## src/rtl/rcotr_pkg.sv

```systemverilog
package rcotr_pkg;

    // ****************************************************************
    // register offsets
    // ****************************************************************
    localparam logic [7:0] ADDR_ID_LOWER = 8'h1E;
    localparam logic [7:0] ADDR_ID_UPPER = 8'h1F;
    localparam logic [7:0] ADDR_TIME_CONST = 8'h20;
    localparam logic [7:0] ADDR_AND_MASK = 8'h21;
    localparam logic [7:0] ADDR_OR_MASK = 8'h22;
    localparam logic [7:0] ADDR_CTRL_STATUS = 8'h30;
    localparam logic [7:0] ADDR_SEQ_STATUS = 8'h31;

    // ****************************************************************
    // reset values
    // ****************************************************************
    localparam logic [15:0] TIME_CONST_RESET = 16'h7A94;
    localparam logic [15:0] AND_MASK_RESET = 16'hFFFF;
    localparam logic [15:0] OR_MASK_RESET = 16'h0000;

    // ****************************************************************
    // identity field positions
    // ****************************************************************
    localparam int ID_HIGH_LSB = 12;
    localparam int ID_LOW_MSB = 11;

    // ****************************************************************
    // control word bit positions
    // ****************************************************************
    localparam int BIT_PEAKDET_RESET_N = 15;
    localparam int BIT_GLOBAL_GLOBAL_BIAS_POWERDOWN = 14;
    localparam int BIT_OUTPUT_SWITCH = 13;
    localparam int BIT_PATH_SELECT = 12;
    localparam int BIT_AMP_NEG_PD = 10;
    localparam int BIT_AMP_POS_PD = 9;

    // ****************************************************************
    // timing
    // ****************************************************************
    localparam int CLK_PERIOD_NS = 8;
    localparam int MICROSECOND_NS = 1000;
    localparam int CYCLES_PER_US = MICROSECOND_NS / CLK_PERIOD_NS;
    localparam logic [7:0] RX_STEP_US = 8'h05;
    localparam int HALF_SYMBOL_US = 8;
    localparam int CAL_HALF_SYMBOLS = 13;
    localparam logic [7:0] CAL_US = 8'(HALF_SYMBOL_US * CAL_HALF_SYMBOLS);

    // ****************************************************************
    // types
    // ****************************************************************
    typedef struct packed {
        logic [2:0] rx_chain_to_demod_delay;
        logic [2:0] switch_lead_time;
        logic [3:0] amp_powerup_lead_time;
        logic [2:0] tx_end_switch_off_delay;
        logic [2:0] tx_end_amp_off_delay;
    } rcotr_tc_t;

    typedef struct packed {
        logic [15:0] and_mask;
        logic [15:0] or_mask;
    } rcotr_masks_t;

    typedef enum logic [2:0] {
        st_idle,
        st_cal,
        st_rxchain,
        st_rx,
        st_txlead,
        st_tx,
        st_tail
    } rcotr_state_t;

endpackage

```

## src/rtl/rcotr_ovr.sv

```systemverilog
`timescale 1ns/1ps
`default_nettype none

module rcotr_ovr (
    input wire logic i_clk,
    input wire logic i_rst_n,
    input wire logic [15:0] i_gen,
    input wire rcotr_pkg::rcotr_masks_t i_masks,
    output logic [15:0] o_used,
    output logic o_upmix_pd
);
    import rcotr_pkg::*;

    logic [15:0] next_used;

    // and then or, per signal
    assign next_used = (i_gen & i_masks.and_mask) | i_masks.or_mask;

    // one flop stage so the pins never glitch on a mask write
    always_ff @(posedge i_clk) begin
        if (!i_rst_n) begin
            o_used <= OR_MASK_RESET;
            o_upmix_pd <= 1'b0;
        end else begin
            o_used <= next_used;
            o_upmix_pd <= next_used[BIT_AMP_NEG_PD] &
                next_used[BIT_AMP_POS_PD];
        end
    end

endmodule

`default_nettype wire

```

## src/rtl/rcotr_tick.sv

```systemverilog
`timescale 1ns/1ps
`default_nettype none

module rcotr_tick (
    input wire logic i_clk,
    input wire logic i_rst_n,
    input wire logic i_restart,
    output logic o_tick
);
    import rcotr_pkg::*;

    localparam logic [6:0] LAST = 7'(CYCLES_PER_US - 1);

    logic [6:0] cnt;

    // restart aligns the first pulse to a whole microsecond
    always_ff @(posedge i_clk) begin
        if (!i_rst_n || i_restart) begin
            cnt <= 7'h00;
        end else if (cnt == LAST) begin
            cnt <= 7'h00;
        end else begin
            cnt <= cnt + 7'h01;
        end
    end

    assign o_tick = (cnt == LAST) && !i_restart;

endmodule

`default_nettype wire

```

## src/rtl/rcotr_top.sv

```systemverilog
// How it works
// upper identity top nibble: read-only revision
// upper identity low bits: upper part number
// demod enable waits count times 5 us
// rx chain starts after 6.5 symbol calibration
// switch raised early by programmed microseconds
// amplifier powered early by programmed microseconds
// switch off programmed microseconds after packet
// amplifier and modulator off after programmed delay
// delivered signal is generated and-mask or-mask
// software forces front end low via masks
// software forces front end high via masks
// bit 15 masks peak detector reset
// bit 12 selects oscillator or amplifier buffers
// bit 13 gives amplifier external bias
// both amplifier powerdowns also power down mixers
// masks cover bias and twelve powerdown controls
// mask writes reach outputs next cycle
// lower identity: part number bits, maker code
//
// The implementer's own choice: the plain strobed port.
`timescale 1ns/1ps
`default_nettype none

module rcotr_top #(
    parameter logic [3:0] REVISION = 4'h1, // arbitrary value
    parameter logic [15:0] PART_NUMBER = 16'h0ABC, // arbitrary value
    parameter logic [11:0] MAKER_CODE = 12'h5A5 // arbitrary value
) (
    input wire logic i_clk,
    input wire logic i_rst_n,
    input wire logic [7:0] i_addr,
    input wire logic [15:0] i_wdata,
    input wire logic i_wr,
    input wire logic i_rd,
    output logic [15:0] o_rdata,
    input wire logic [15:0] i_ctrl_gen,
    input wire logic i_rx_req,
    input wire logic i_tx_req,
    input wire logic i_last_chip,
    output logic [15:0] o_ctrl,
    output logic o_upmix_pd,
    output logic o_rx_chain_en,
    output logic o_demod_en,
    output logic o_tx_en,
    output logic o_mod_en
);
    import rcotr_pkg::*;

    // ****************************************************************
    // register file
    // ****************************************************************
    rcotr_tc_t tc;
    rcotr_masks_t masks;
    rcotr_masks_t next_masks;
    logic [15:0] rd_value;
    logic sw_on;
    logic amp_on;

    // write decode; identity words have no storage so writes vanish
    always_ff @(posedge i_clk) begin
        if (!i_rst_n) begin
            tc <= rcotr_tc_t'(TIME_CONST_RESET);
        end else if (i_wr && i_addr == ADDR_TIME_CONST) begin
            tc <= rcotr_tc_t'(i_wdata);
        end
    end

    // masks take the written value in the same edge as the write
    always_comb begin
        next_masks = masks;
        if (i_wr && i_addr == ADDR_AND_MASK) begin
            next_masks.and_mask = i_wdata;
        end
        if (i_wr && i_addr == ADDR_OR_MASK) begin
            next_masks.or_mask = i_wdata;
        end
    end

    always_ff @(posedge i_clk) begin
        if (!i_rst_n) begin
            masks.and_mask <= AND_MASK_RESET;
            masks.or_mask <= OR_MASK_RESET;
        end else begin
            masks <= next_masks;
        end
    end

    // read mux; unmapped addresses read as zero
    always_comb begin
        rd_value = 16'h0000;
        unique case (i_addr)
            ADDR_ID_LOWER: begin
                rd_value = {PART_NUMBER[3:0], MAKER_CODE};
            end
            ADDR_ID_UPPER: begin
                rd_value[15:ID_HIGH_LSB] = REVISION;
                rd_value[ID_LOW_MSB:0] = PART_NUMBER[15:4];
            end
            ADDR_TIME_CONST: begin
                rd_value = 16'(tc);
            end
            ADDR_AND_MASK: begin
                rd_value = masks.and_mask;
            end
            ADDR_OR_MASK: begin
                rd_value = masks.or_mask;
            end
            ADDR_CTRL_STATUS: begin
                rd_value = o_ctrl;
            end
            ADDR_SEQ_STATUS: begin
                rd_value = {10'h000, o_rx_chain_en, o_demod_en,
                    sw_on, amp_on, o_tx_en, o_mod_en};
            end
            default: begin
                rd_value = 16'h0000;
            end
        endcase
    end

    // read data stands only in the cycle after the strobe
    always_ff @(posedge i_clk) begin
        if (!i_rst_n) begin
            o_rdata <= 16'h0000;
        end else if (i_rd) begin
            o_rdata <= rd_value;
        end else begin
            o_rdata <= 16'h0000;
        end
    end

    // ****************************************************************
    // microsecond base
    // ****************************************************************
    rcotr_state_t state;
    rcotr_state_t next_state;
    logic state_change;
    logic us_tick;
    logic [7:0] us_cnt;
    logic [7:0] elapsed;

    assign state_change = (next_state != state);

    // the divider restarts on every state entry, so a wait of n
    // microseconds is exactly n times the divider period
    rcotr_tick u_tick (
        .i_clk(i_clk),
        .i_rst_n(i_rst_n),
        .i_restart(state_change),
        .o_tick(us_tick)
    );

    // elapsed microseconds in the current state, saturating
    always_ff @(posedge i_clk) begin
        if (!i_rst_n || state_change) begin
            us_cnt <= 8'h00;
        end else if (us_tick && us_cnt != 8'hFF) begin
            us_cnt <= us_cnt + 8'h01;
        end
    end

    // time as seen in the state about to be held
    assign elapsed = state_change ? 8'h00 : us_cnt;

    // ****************************************************************
    // sequencing thresholds
    // ****************************************************************
    logic [7:0] rx_wait_us;
    logic [3:0] lead_us;
    logic [3:0] sw_start_us;
    logic [3:0] amp_start_us;
    logic [2:0] tail_us;
    logic [3:0] sw_lead;

    assign sw_lead = {1'b0, tc.switch_lead_time};

    // demod wait in 5 us steps
    assign rx_wait_us = 8'(tc.rx_chain_to_demod_delay) * RX_STEP_US;

    // the longer lead sets when the transmitter starts
    assign lead_us = (sw_lead > tc.amp_powerup_lead_time) ?
        sw_lead : tc.amp_powerup_lead_time;
    assign sw_start_us = lead_us - sw_lead;
    assign amp_start_us = lead_us - tc.amp_powerup_lead_time;

    // the tail lasts until both shut-offs have happened
    assign tail_us = (tc.tx_end_switch_off_delay >
        tc.tx_end_amp_off_delay) ? tc.tx_end_switch_off_delay :
        tc.tx_end_amp_off_delay;

    // ****************************************************************
    // radio sequencer
    // ****************************************************************
    always_comb begin
        next_state = state;
        unique case (state)
            st_idle: begin
                // transmit wins when both arrive together
                if (i_tx_req) begin
                    next_state = st_txlead;
                end else if (i_rx_req) begin
                    next_state = st_cal;
                end
            end
            st_cal: begin
                if (!i_rx_req) begin
                    next_state = st_idle;
                end else if (us_cnt >= CAL_US) begin
                    next_state = st_rxchain;
                end
            end
            st_rxchain: begin
                if (!i_rx_req) begin
                    next_state = st_idle;
                end else if (us_cnt >= rx_wait_us) begin
                    next_state = st_rx;
                end
            end
            st_rx: begin
                if (i_tx_req) begin
                    next_state = st_txlead;
                end else if (!i_rx_req) begin
                    next_state = st_idle;
                end
            end
            st_txlead: begin
                if (us_cnt >= {4'h0, lead_us}) begin
                    next_state = st_tx;
                end
            end
            st_tx: begin
                if (i_last_chip) begin
                    next_state = st_tail;
                end
            end
            st_tail: begin
                if (us_cnt >= {5'h00, tail_us}) begin
                    next_state = st_idle;
                end
            end
            default: begin
                next_state = st_idle;
            end
        endcase
    end

    always_ff @(posedge i_clk) begin
        if (!i_rst_n) begin
            state <= st_idle;
        end else begin
            state <= next_state;
        end
    end

    // ****************************************************************
    // receive side enables
    // ****************************************************************
    // chain enable only after calibration, demod after the wait
    always_ff @(posedge i_clk) begin
        if (!i_rst_n) begin
            o_rx_chain_en <= 1'b0;
            o_demod_en <= 1'b0;
        end else begin
            o_rx_chain_en <= (next_state == st_rxchain) ||
                (next_state == st_rx);
            o_demod_en <= (next_state == st_rx);
        end
    end

    // ****************************************************************
    // transmit side enables
    // ****************************************************************
    // switch: raised early in the lead, dropped after the tail delay
    always_ff @(posedge i_clk) begin
        if (!i_rst_n) begin
            sw_on <= 1'b0;
        end else begin
            unique case (next_state)
                st_txlead: begin
                    sw_on <= (elapsed >= {4'h0, sw_start_us});
                end
                st_tx: begin
                    sw_on <= 1'b1;
                end
                st_tail: begin
                    sw_on <= (elapsed <
                        {5'h00, tc.tx_end_switch_off_delay});
                end
                default: begin
                    sw_on <= 1'b0;
                end
            endcase
        end
    end

    // amplifier: powered early in the lead, down after the tail delay
    always_ff @(posedge i_clk) begin
        if (!i_rst_n) begin
            amp_on <= 1'b0;
        end else begin
            unique case (next_state)
                st_txlead: begin
                    amp_on <= (elapsed >= {4'h0, amp_start_us});
                end
                st_tx: begin
                    amp_on <= 1'b1;
                end
                st_tail: begin
                    amp_on <= (elapsed <
                        {5'h00, tc.tx_end_amp_off_delay});
                end
                default: begin
                    amp_on <= 1'b0;
                end
            endcase
        end
    end

    // transmit enable ends with the packet, modulator with the amp
    always_ff @(posedge i_clk) begin
        if (!i_rst_n) begin
            o_tx_en <= 1'b0;
            o_mod_en <= 1'b0;
        end else begin
            o_tx_en <= (next_state == st_tx);
            o_mod_en <= (next_state == st_tx) ||
                ((next_state == st_tail) &&
                (elapsed < {5'h00, tc.tx_end_amp_off_delay}));
        end
    end

    // ****************************************************************
    // override stage
    // ****************************************************************
    logic [15:0] gen_ctrl;

    // sequencer owns path select and both amplifier powerdowns; the
    // rest, bias, peak reset and the powerdowns, pass from the core
    always_comb begin
        gen_ctrl = i_ctrl_gen;
        gen_ctrl[BIT_PATH_SELECT] = sw_on;
        gen_ctrl[BIT_OUTPUT_SWITCH] = i_ctrl_gen[BIT_OUTPUT_SWITCH];
        gen_ctrl[BIT_PEAKDET_RESET_N] =
            i_ctrl_gen[BIT_PEAKDET_RESET_N];
        gen_ctrl[BIT_AMP_NEG_PD] = !amp_on;
        gen_ctrl[BIT_AMP_POS_PD] = !amp_on;
    end

    // masks go in as next values so a write shows one cycle later
    rcotr_ovr u_ovr (
        .i_clk(i_clk),
        .i_rst_n(i_rst_n),
        .i_gen(gen_ctrl),
        .i_masks(next_masks),
        .o_used(o_ctrl),
        .o_upmix_pd(o_upmix_pd)
    );

endmodule

`default_nettype wire

```

## config.mk

```make
export PLATFORM = sky130hd
export DESIGN_NAME = rcotr_top
export DESIGN_NICKNAME = d
export VERILOG_FILES = /design/src/rtl/rcotr_pkg.sv /design/src/rtl/rcotr_ovr.sv /design/src/rtl/rcotr_tick.sv /design/src/rtl/rcotr_top.sv
export SDC_FILE = /design/constraint.sdc
export NUM_CORES = 1
export LEC_CHECK = 0
export BUFFER_PORTS_ARGS = -buffer_cell sky130_fd_sc_hd__buf_2
export CAP_MARGIN = 10
export CORE_MARGIN = 3
export CORE_UTILIZATION = 30
export DETAILED_ROUTE_END_ITERATION = 8
export PLACE_DENSITY = 0.5
export RECOVER_POWER = 25
export SYNTH_ARGS = -nofsm -noshare
export SYNTH_HDL_FRONTEND = slang
export SYNTH_SLANG_ARGS = --single-unit
export TNS_END_PERCENT = 10
```

## constraint.sdc

```tcl
create_clock -name i_clk -period 4.3 [get_ports i_clk]
set_input_delay 0.645 -clock i_clk [delete_from_list [all_inputs] [get_ports i_clk]]
set_output_delay 0.645 -clock i_clk [all_outputs]
set_load 0.005 [all_outputs]
```

# Word level (Yosys, flattened, before mapping)
# Index checks and enable logic that the tools add are counted.
[op_classes] mux=20 reduce_logical=15 n_addsub=4 bitwise_logic=3 multipliers=1 n_lt_le_gt_ge=10 n_eq_ne=21
[ops] cell="one-hot mux 16 bit (7 select lines)" n=1
[ops] cell="equality test 8 x 6 -> 1 bit, second input constant" n=5
[ops] cell="two-way mux 3 bit" n=12
[ops] cell="two-way mux 16 bit" n=2
[ops] cell=">= comparator 8 x 4 -> 1 bit" n=3
[ops] cell="one-hot mux 3 bit (7 select lines)" n=1
[ops] cell="equality test 3 bit, second input constant" n=6
[ops] cell="AND 16 bit" n=1
[ops] cell="equality test 8 x 5 -> 1 bit, second input constant" n=2
[ops] cell="less-than comparator 8 x 3 -> 1 bit" n=2
[ops] cell="bitwise OR 16 bit" n=1
[ops] cell="equality test 3 x 2 -> 1 bit, second input constant" n=4
[ops] cell="adder 8 x 1 -> 8 bit, second input constant" n=1
[ops] cell=">= comparator 8 x 3 -> 1 bit" n=1
[ops] cell=">= comparator 8 x 6 -> 1 bit" n=1
[ops] cell=">= comparator 8 x 7 -> 1 bit, second input constant" n=1
[ops] cell="two-way mux 8 bit" n=1
[ops] cell="!= test 8 bit, second input constant" n=1
[ops] cell="adder 7 x 1 -> 7 bit, second input constant" n=1
[ops] cell="equality test 7 bit, second input constant" n=1
[ops] cell="logical AND 1 bit" n=6
[ops] cell="multiplier 3 x 3 -> 6 bit, second input constant" n=1
[ops] cell="one-hot mux 1 bit (3 select lines)" n=2
[ops] cell="> comparator 3 x 4 -> 1 bit" n=1
[ops] cell="12 further kinds" n=16
[word_totals] output_inout_bits=37 ff_bits=105 elab_cells=93

# Longest topological paths before layout
# Gate-level depths: netlist (run 1).
[logic_depth] word_depth=10 mapped_depth=23 mapped_depth_nobuf=22

# Cells and area by module
# A second synthesis (run 1) with hierarchy kept.
[unflattened] hier_cells=607 area_unflattened_um2=5709.2
[modules_own_cells] module="rcotr_top" n_inst=1 cells_each=520 area_per_inst_um2=4843.4
[modules_own_cells] module="rcotr_ovr" n_inst=1 cells_each=51 area_per_inst_um2=551.8
[modules_own_cells] module="rcotr_tick" n_inst=1 cells_each=36 area_per_inst_um2=314.1

# Worst setup path after synthesis (run 1)
# Ideal clock, no wire load.
[synth_path] path_kind="register to register" startpoint="register tc[7] (netlist bit)" endpoint="register o_mod_en" setup_slack_ns=-0.166 n_path_buf=1 setup_time_ns=0.074 t_arrival_ns=4.392 stages_incl_launch_ff=21 cell_sequence="dfxtp_1 > inv_1 > ha_1 > a21o_1 > a21oi_1 > a311oi_1 > mux2_2 > ha_1 > o21ai_0 > a21oi_1 > o311ai_0 > and2_1 > clkbuf_1 > and3_1 > ha_1 > nor2b_1 > o21ai_0 > nand2b_1 > or4_1 > a31o_2 > o21ai_0"
[synth_via] elab_chain_len=10 elab_cells_between_ends=12 classes_between="3 x order compare; 3 x eq/ne; 4 x mux; 2 x reduce/logical"
[synth_rtl] item="from (decl)" line="rcotr_top.sv:53" rtl="rcotr_tc_t tc;"
[synth_rtl] item="from (signal assigned)" line="rcotr_top.sv:63" rtl="tc <= rcotr_tc_t'(TIME_CONST_RESET);"
[synth_rtl] item="from (signal assigned)" line="rcotr_top.sv:65" rtl="tc <= rcotr_tc_t'(i_wdata);"
[synth_rtl] item="> comparator 3 x 4 -> 1 bit" line="rcotr_top.sv:182" rtl="assign lead_us = (sw_lead > tc.amp_powerup_lead_time) ?"
[synth_rtl] item="two-way mux 4 bit *" line="rcotr_top.sv:182"
[synth_rtl] item=">= comparator 8 x 4 -> 1 bit *" line="rcotr_top.sv:228" rtl="if (us_cnt >= {4'h0, lead_us}) begin"
[synth_rtl] item="two-way mux 3 bit *" line="rcotr_top.sv:228"
[synth_rtl] item="one-hot mux 3 bit (7 select lines) *" line="rcotr_top.sv:197" rtl="unique case (state)"
[synth_rtl] item="!= test 3 bit" line="rcotr_top.sv:143" rtl="assign state_change = (next_state != state);"
[synth_rtl] item="two-way mux 8 bit" line="rcotr_top.sv:164" rtl="assign elapsed = state_change ? 8'h00 : us_cnt;"
[synth_rtl] item="less-than comparator 8 x 3 -> 1 bit" line="rcotr_top.sv:329" rtl="(elapsed < {5'h00, tc.tx_end_amp_off_delay}));"
[synth_rtl] item="logical AND 1 bit" line="rcotr_top.sv:328" rtl="((next_state == st_tail) &&"
[synth_rtl] item="logical OR 1 bit *" line="rcotr_top.sv:327" rtl="o_mod_en <= (next_state == st_tx) ||"
[synth_rtl] item="to (signal assigned)" line="rcotr_top.sv:327"
[synth_rtl] item="to (decl)" line="rcotr_top.sv:46" rtl="output logic o_mod_en"
# Every way passes the cells marked *; elsewhere a longest branch is shown, timed or not.
# A chain may end at the register's enable or synchronous reset.

# Worst setup path in the final report (run 1)
[layout_path] startpoint="register tc[1] (netlist bit)" endpoint="register amp_on"
[layout_via] elab_chain_len=9 elab_cells_between_ends=13 classes_between="4 x order compare; 4 x eq/ne; 5 x mux"
[layout_rtl] item="> comparator 3 bit" line="rcotr_top.sv:188" rtl="assign tail_us = (tc.tx_end_switch_off_delay >"
[layout_rtl] item="two-way mux 3 bit" line="rcotr_top.sv:189" rtl="tc.tx_end_amp_off_delay) ? tc.tx_end_switch_off_delay :"
[layout_rtl] item=">= comparator 8 x 3 -> 1 bit" line="rcotr_top.sv:238" rtl="if (us_cnt >= {5'h00, tail_us}) begin"
[layout_rtl] item="two-way mux 3 bit" line="rcotr_top.sv:238"
[layout_rtl] item="one-hot mux 3 bit (7 select lines)" line="rcotr_top.sv:197"
[layout_rtl] item="!= test 3 bit" line="rcotr_top.sv:143"
[layout_rtl] item="two-way mux 8 bit" line="rcotr_top.sv:164"
[layout_rtl] item="less-than comparator 8 x 3 -> 1 bit or >= comparator 8 x 4 -> 1 bit (tied branches)" line="rcotr_top.sv:310, rcotr_top.sv:304"
[layout_rtl] item="one-hot mux 1 bit (3 select lines) *" line="rcotr_top.sv:302" rtl="unique case (next_state)"
[layout_rtl] item="to (signal assigned)" line="rcotr_top.sv:304" rtl="amp_on <= (elapsed >= {4'h0, amp_start_us});"
[layout_rtl] item="to (signal assigned)" line="rcotr_top.sv:310" rtl="amp_on <= (elapsed <"
[layout_rtl] item="to (decl)" line="rcotr_top.sv:58" rtl="logic amp_on;"
# Marks and branches as above.

==> results of run 1 <==
==> placed cells by master (no fill, tap or decap), types with 31 or more instances in the layout <==
cell and instances:
dfxtp_1 103, nand2_1 74, buf_2 54, nor2_1 45, a21oi_1 43, buf_4 41, ha_1 39, nand3_1 37
mux2i_1 34, inv_1 31
==> worst max-delay path by stage <==
stage / startpoint / endpoint / depth (start not counted)
floorplan: tc[1] / o_mod_en / 20
global placement: tc[1] / o_mod_en / 20
CTS: tc[1] / o_mod_en / 20
finish: tc[1] / amp_on / 20
detailed placement: tc[1] / o_mod_en / 20
global route: tc[1] / amp_on / 21
==> power by group <==
group          leakage (uW)  switching [uW]  internal (uW)
Combinational       0.00195            84.3           60.5
Sequential         0.000854            15.3            988
Clock              0.000158             433            471
==> area by class of cell <==
cell class              instances  area (sq um)  share of cell area [%]
multi-input cells             444          3210                    47.6
inverters                      34           128                    1.90
flip-flops and latches        105          2100                    31.3
clock buffers                   9           225                    3.35
well taps                     225           282                    4.18
clock inverters                 7           100                    1.49
repair buffers                122           687                    10.2
==> metal layers <==
metal / share of wire (%) / GRT usage [%]
met2: 47 / 27.0
met5: 0 / 0
met4: 1.1 / 4.33
met3: 4.9 / 4.19
met1: 47 / 22.1
==> cell families (layout without fill, tap and decap cells) <==
kind of cell,Yosys count,in the layout,synth area share [%]
and+or+nand+nor,217,217,19.8
AOI/OAI and AO/OA,124,124,15.1
DFF,105,105,39.1
buffers and inverters,63,172,4.57
adders and majority gates,46,46,11.0
muxes,41,41,7.80
xor gates and xnor gates,16,16,2.61
==> timing repair <==
item	4_1_cts	5_1_grt
setup buffers	3	5
pin swaps	6	9
resized for setup	9	22
setup endpoints to repair	3	3
endpoints found under the hold margin	0	0
==> state kept, by name, summed over array words and instances, names as in the netlist <==
register and flops:
masks 32, o_rdata 16, u_ovr.o_used 16, tc 13
us_cnt 8, u_tick.cnt 7, state 3, sw_lead 3
amp_on 1, o_demod_en 1, o_mod_en 1, o_rx_chain_en 1
o_tx_en 1, sw_on 1, u_ovr.o_upmix_pd 1
==> through the flow <==
stage               power, uW  cells  cell area, sq um  TNS (ns)  worst slack [ns]
floorplan                1100    612              5390         0           0.00669
global placement         1160    922              6230         0           0.00825
detailed placement       1170    922              6230    -0.292            -0.117
CTS                      2070    941              6610  -0.00182          -0.00182
global route             2130    946              6730   -0.0590           -0.0425
finish                   2050    946              6730         0             0.212
==> worst min-delay path: stages, from the launching register on <==
cell and delay [ns]:
dfxtp_1 0.31, nand2_1 0.05, a21oi_1 0.05
==> impl_results.md, run 1 <==
- Die Y: 140 um
- Top post-synthesis cells by count: dfxtp_1 (105), nand2_1 (74), a21oi_1 (46)
- Worst Setup End Kind: flip-flop
- Slew @ Worst Pin: 0.922 ns
- Grt ovf: 0
- CTS tree: yes
- Fmax: 245 MHz
- Global-route wire length before repair: 26.2 mm
- Hold Fails Final Rpt: 0
- Maximum root-to-sink buffer count: 2
- Top_reg_cell synth: dfxtp_1
- Fin crit period: 4.09 ns
- Syn_nets: 705
- Hold endpoint: o_rdata[11]
- Status: complete, no violations
- Die X: 140 um
- Yosys top cell area share: 39.1%
- Slowest-stage cell, CP: or4_4
- Vias in the first global route: 5046
- Row Count: 48
- Routed vias: 4887
- Top cell by count, worst path: ha_4
- Ranking of synthesized cells by area: dfxtp_1 (39%), ha_1 (10%), mux2i_1 (6.3%)
- Crit-path max FO: 3
- Layout cells sized above 1: 21.5%
- DR WL/cell: 17.0 um
- Max Cap Viol: 0
- Crit path max-delay family: simple AND/OR/NAND/NOR gates
- Fill cell count: 1809
- CP cell instances: inv_2 > ha_4 > a21o_1 > a21oi_2 > a31oi_2 > mux2_4 > ha_4 > or3b_4 > o211ai_1 > a32oi_2 > nand3b_1 > nor3b_4 > and3_4 > ha_4 > nor2b_4 > o21ai_1 > nand2b_1 > or4_4 > a31o_4 > nand2b_1
- All-Layer GR Usage: 16.6%
- Cells on Worst Hold Path: 2
- Drt first pass iters: 5
- EDFF count, synth: 0
- Core ar.: 17400 sq um
- WP buf/inv: 1
- Worst reg2reg path endpoint: amp_on
- # IOs: 84
- ANT cells: 0
- Initial drt markers: 242
- TritonCTS Buffers: 9
- PortBufs: 80
- Cell area power density: 305 nW/um^2
- Kind of critical path: flip-flop to flip-flop
- Flop2flop setup slack: 0.21 ns
- HPWL after DPL: 11.6 mm
- Most frequent cell after synthesis: dfxtp_1
- # DRC: 0
- Critical path required time: 4.61 ns
- Post-synth ARST share: 0%
- Final period util: 95.1%
- Initial antenna violation count: 0
- Syn avg cell area: 8.78 sq um
- Cell area after synthesis: 5370 sq um
- CTS root buf: clkbuf_16
- CTS clk-pin slew, worst paths: 0.08 ns
- Hold Crit Start: u_ovr.o_used[11]
- Number of synthesized register bits: 105
- Startpoint class of the critical path: flip-flop
- Maximum vdd drop: 0.000191 V
- Final wirelength: 16.1 mm
- Total number of yosys warnings: 0
- Leakage: 0.00296 uW
- Max incr delay on CP: 0.41 ns
- Share of the yosys chip area belonging to registers: 39.1%
- FF-to-FF path depth: 20
- Synth Instances: 612
- Worst flop-to-flop path startpoint: tc[1]
- Synthesis-to-layout area growth: 25.3%
- Fin Hold WS: 0.459 ns
- Cell variety after synth: 59
- Initial core utilization: 30.8%
- Worst min-delay path category: flip-flop to flip-flop
- Slew headroom: 38.4%
- DR vias/cell: 5.17
- Final net count: 809
- Hold-fix buffers, CTS: 0
- Final Slew Violations: 0
- CP arrival: 4.40 ns
- Detail Route Antenna Nets: 0
- RSZ-0062 raised after global routing: true
- Setup Skew: 0.00784 ns
- # H-tree levels: 3
- Number of clock sinks: 105
- Worst-Skew Late Latency: 0.37 ns
- Placer congestion estimate: 0.784
- Yosys top cell by area: dfxtp_1
- Finished Core Util: 38.7%
- Die Footprint: 19500 sq um
- Pin count of the biggest net entering global routing: 40
- Count of final setup violators: 0
Note: power is estimated with default switching activity, not from simulation.
==> inputs of run 2 (changes only) <==
--- a/config.mk
+++ b/config.mk
@@ -12,6 +12,7 @@
 export DETAILED_ROUTE_END_ITERATION = 8
 export PLACE_DENSITY = 0.5
 export RECOVER_POWER = 25
+export SKIP_CTS_REPAIR_TIMING = 1
 export SYNTH_ARGS = -nofsm -noshare
 export SYNTH_HDL_FRONTEND = slang
 export SYNTH_SLANG_ARGS = --single-unit
==> constraint.sdc (replaced) <==
create_clock -name i_clk -period 4.3 [get_ports i_clk]
set_input_delay 0.645 -clock i_clk [delete_from_list [all_inputs] [get_ports i_clk]]
set_output_delay 0.645 -clock i_clk [all_outputs]
set_load 0.05 [all_outputs]
==> run 2 against run 1 <==
Worst hold slack improved by 0.0039 ns. Sequential share of layout area rose by 0.052 points. Clock-buffer cell count did not move. Non-clock buffer count fell by 2. Clock skew fell by 0.0011 ns. Largest cell class unchanged.
==> impl_results.md, run 2 (synthesis results as in run 1) <==
- Final net count: 807 (-0.25%)
- Critical path required time: 4.61 ns (about the same)
- Status: complete, no violations
- Maximum vdd drop: 0.000192 V (+0.47%)
- Routed vias: 4898 (+0.23%)
- Max Cap Viol: 0 (unchanged)
- Slew @ Worst Pin: 0.946 ns (+0.0239 ns)
- Kind of critical path: flip-flop to flip-flop
- Worst min-delay path category: flip-flop to flip-flop
- HPWL after DPL: 11.6 mm (unchanged)
- Crit path max-delay family: simple AND/OR/NAND/NOR gates
- Core ar.: 17400 sq um (unchanged)
- Reg with most FFs: masks
- # IOs: 84 (unchanged)
- Final wirelength: 16.1 mm (+0.16%)
- Worst Setup End Kind: flip-flop
- Fmax: 244 MHz (-0.15%)
- TritonCTS Buffers: 9 (unchanged)
- Crit-path max FO: 3 (unchanged)
- WP buf/inv: 0 (-1)
- Detail Route Antenna Nets: 0 (unchanged)
- CP arrival: 4.41 ns (about the same)
- # H-tree levels: 3 (unchanged)
- Die X: 140 um (unchanged)
- Synthesis-to-layout area growth: 25.1%
- Die Footprint: 19500 sq um (unchanged)
- Setup Skew: 0.00670 ns (-0.00114 ns)
- CTS clk-pin slew, worst paths: 0.08 ns (about the same)
- Slowest-stage cell, CP: or4_4
- Final Slew Violations: 0 (unchanged)
- Setup TNS: 0 ns (unchanged)
- Placer congestion estimate: 0.784 (unchanged)
- DR vias/cell: 5.19 (+0.44%)
- Count of final setup violators: 0 (unchanged)
- Die Y: 140 um (unchanged)
- Startpoint class of the critical path: flip-flop
- Leakage: 0.00292 uW (-1.5%)
- Initial core utilization: 30.8% (unchanged)
- Worst-Skew Late Latency: 0.36 ns (about the same)
- Commonest non-fill, non-tap cell in the layout: dfxtp_1
- RSZ-0062 raised after global routing: true
- Drt first pass iters: 5 (unchanged)
- Global-route wire length before repair: 26.2 mm (-0.26%)
- Top cell by count, worst path: ha_4
- Grt ovf: 0 (unchanged)
- All-Layer GR Usage: 16.6% (-0.036 points)
- Most frequent cells in the layout: dfxtp_1 (103), nand2_1 (74), buf_2 (46)
- Initial drt markers: 244 (+0.83%)
- CP cell instances: ha_4 > a21o_1 > a21oi_2 > a31oi_2 > mux2_4 > ha_4 > or3b_4 > o211ai_1 > a32oi_2 > nand3b_1 > nor3b_4 > and3_4 > ha_4 > nor2b_4 > o21ai_1 > nand2b_1 > or4_4 > a31o_4 > nand2b_1
- PortBufs: 80 (unchanged)
- Vias in the first global route: 5027 (-0.38%)
- Final period util: 95.2% (+0.14 points)
- Layout cells sized above 1: 20.6% (-0.91 points)
- Top Registers: masks: 32 flops, o_rdata: 16 flops, u_ovr.o_used: 16 flops
- Max FFs per register: 32 (unchanged)
- Maximum root-to-sink buffer count: 2 (unchanged)
- Max incr delay on CP: 0.41 ns (about the same)
- Fin crit period: 4.09 ns (+0.00610 ns)
- Pin count of the biggest net entering global routing: 40 (unchanged)
- Initial antenna violation count: 0 (unchanged)
- # DRC: 0 (unchanged)
- Cell area power density: 310 nW/um^2 (+1.8%)
- Number of clock sinks: 105 (unchanged)
- Row Count: 48 (unchanged)
- Hold Fails Final Rpt: 0 (unchanged)
- CTS root buf: clkbuf_16
- DR WL/cell: 17.1 um (+0.37%)
- Finished Core Util: 38.6% (-0.065 points)
- Slew headroom: 36.8% (-1.6 points)
- ANT cells: 0 (unchanged)
- CTS tree: yes
==> run 2: final cells by class <==
type                    instances  area, sq um
clock inverters                 7          100
multi-input cells             444         3220
clock buffers                   9          225
well taps                     225          282
flip-flops and latches        105         2100
fillers                      1811        10700
repair buffers                120          662
inverters                      34          128
==> run 2: worst register-to-register path, stage by stage (launching register included) <==
cell and delay (ns):
dfxtp_1 0.40, ha_4 0.23, a21o_1 0.18, a21oi_2 0.16
a31oi_2 0.07, mux2_4 0.33, ha_4 0.21, or3b_4 0.37
o211ai_1 0.15, a32oi_2 0.12, nand3b_1 0.13, nor3b_4 0.23
and3_4 0.23, ha_4 0.19, nor2b_4 0.11, o21ai_1 0.13
nand2b_1 0.07, or4_4 0.41, a31o_4 0.23, nand2b_1 0.07
==> run 2: worst paths after layout <==
check / slack [ns] / cells after the start / to / start
worst min register to register: 0.46 / 2 / o_rdata[6] / u_ovr.o_used[6]
worst max register to register: 0.21 / 19 / amp_on / tc[4]
worst min-delay path: 0.46 / 2 / o_rdata[6] / u_ovr.o_used[6]
worst max-delay path: 0.21 / 19 / amp_on / tc[4]
==> run 2: where the power goes <==
part	switching [uW]	total [uW]	leakage [uW]	internal, uW
Sequential	15.4	1000	0.000854	988
Combinational	122	181	0.00191	59.6
Clock	430	901	0.000158	470
==> run 2: metal layers <==
metal | wire (um) | track usage (%)
met1 | 7630 | 22.1
met2 | 7590 | 26.9
met3 | 738 | 4.19
met4 | 171 | 4.33
met5 | 0 | 0
==> run 2: through the flow <==
step	cells	cell area, sq um	power (uW)	hold slack, ns	setup WS, ns
2_1_floorplan	612	5390	1130	0.432	0.00669
3_3_place_gp	922	6230	1200	0.442	0.00825
3_5_place_dp	922	6230	1200	0.451	-0.117
4_1_cts	938	6560	2110	0.462	-0.162
5_1_grt	944	6720	2170	0.479	-0.0397
6_report	944	6720	2090	0.463	0.206
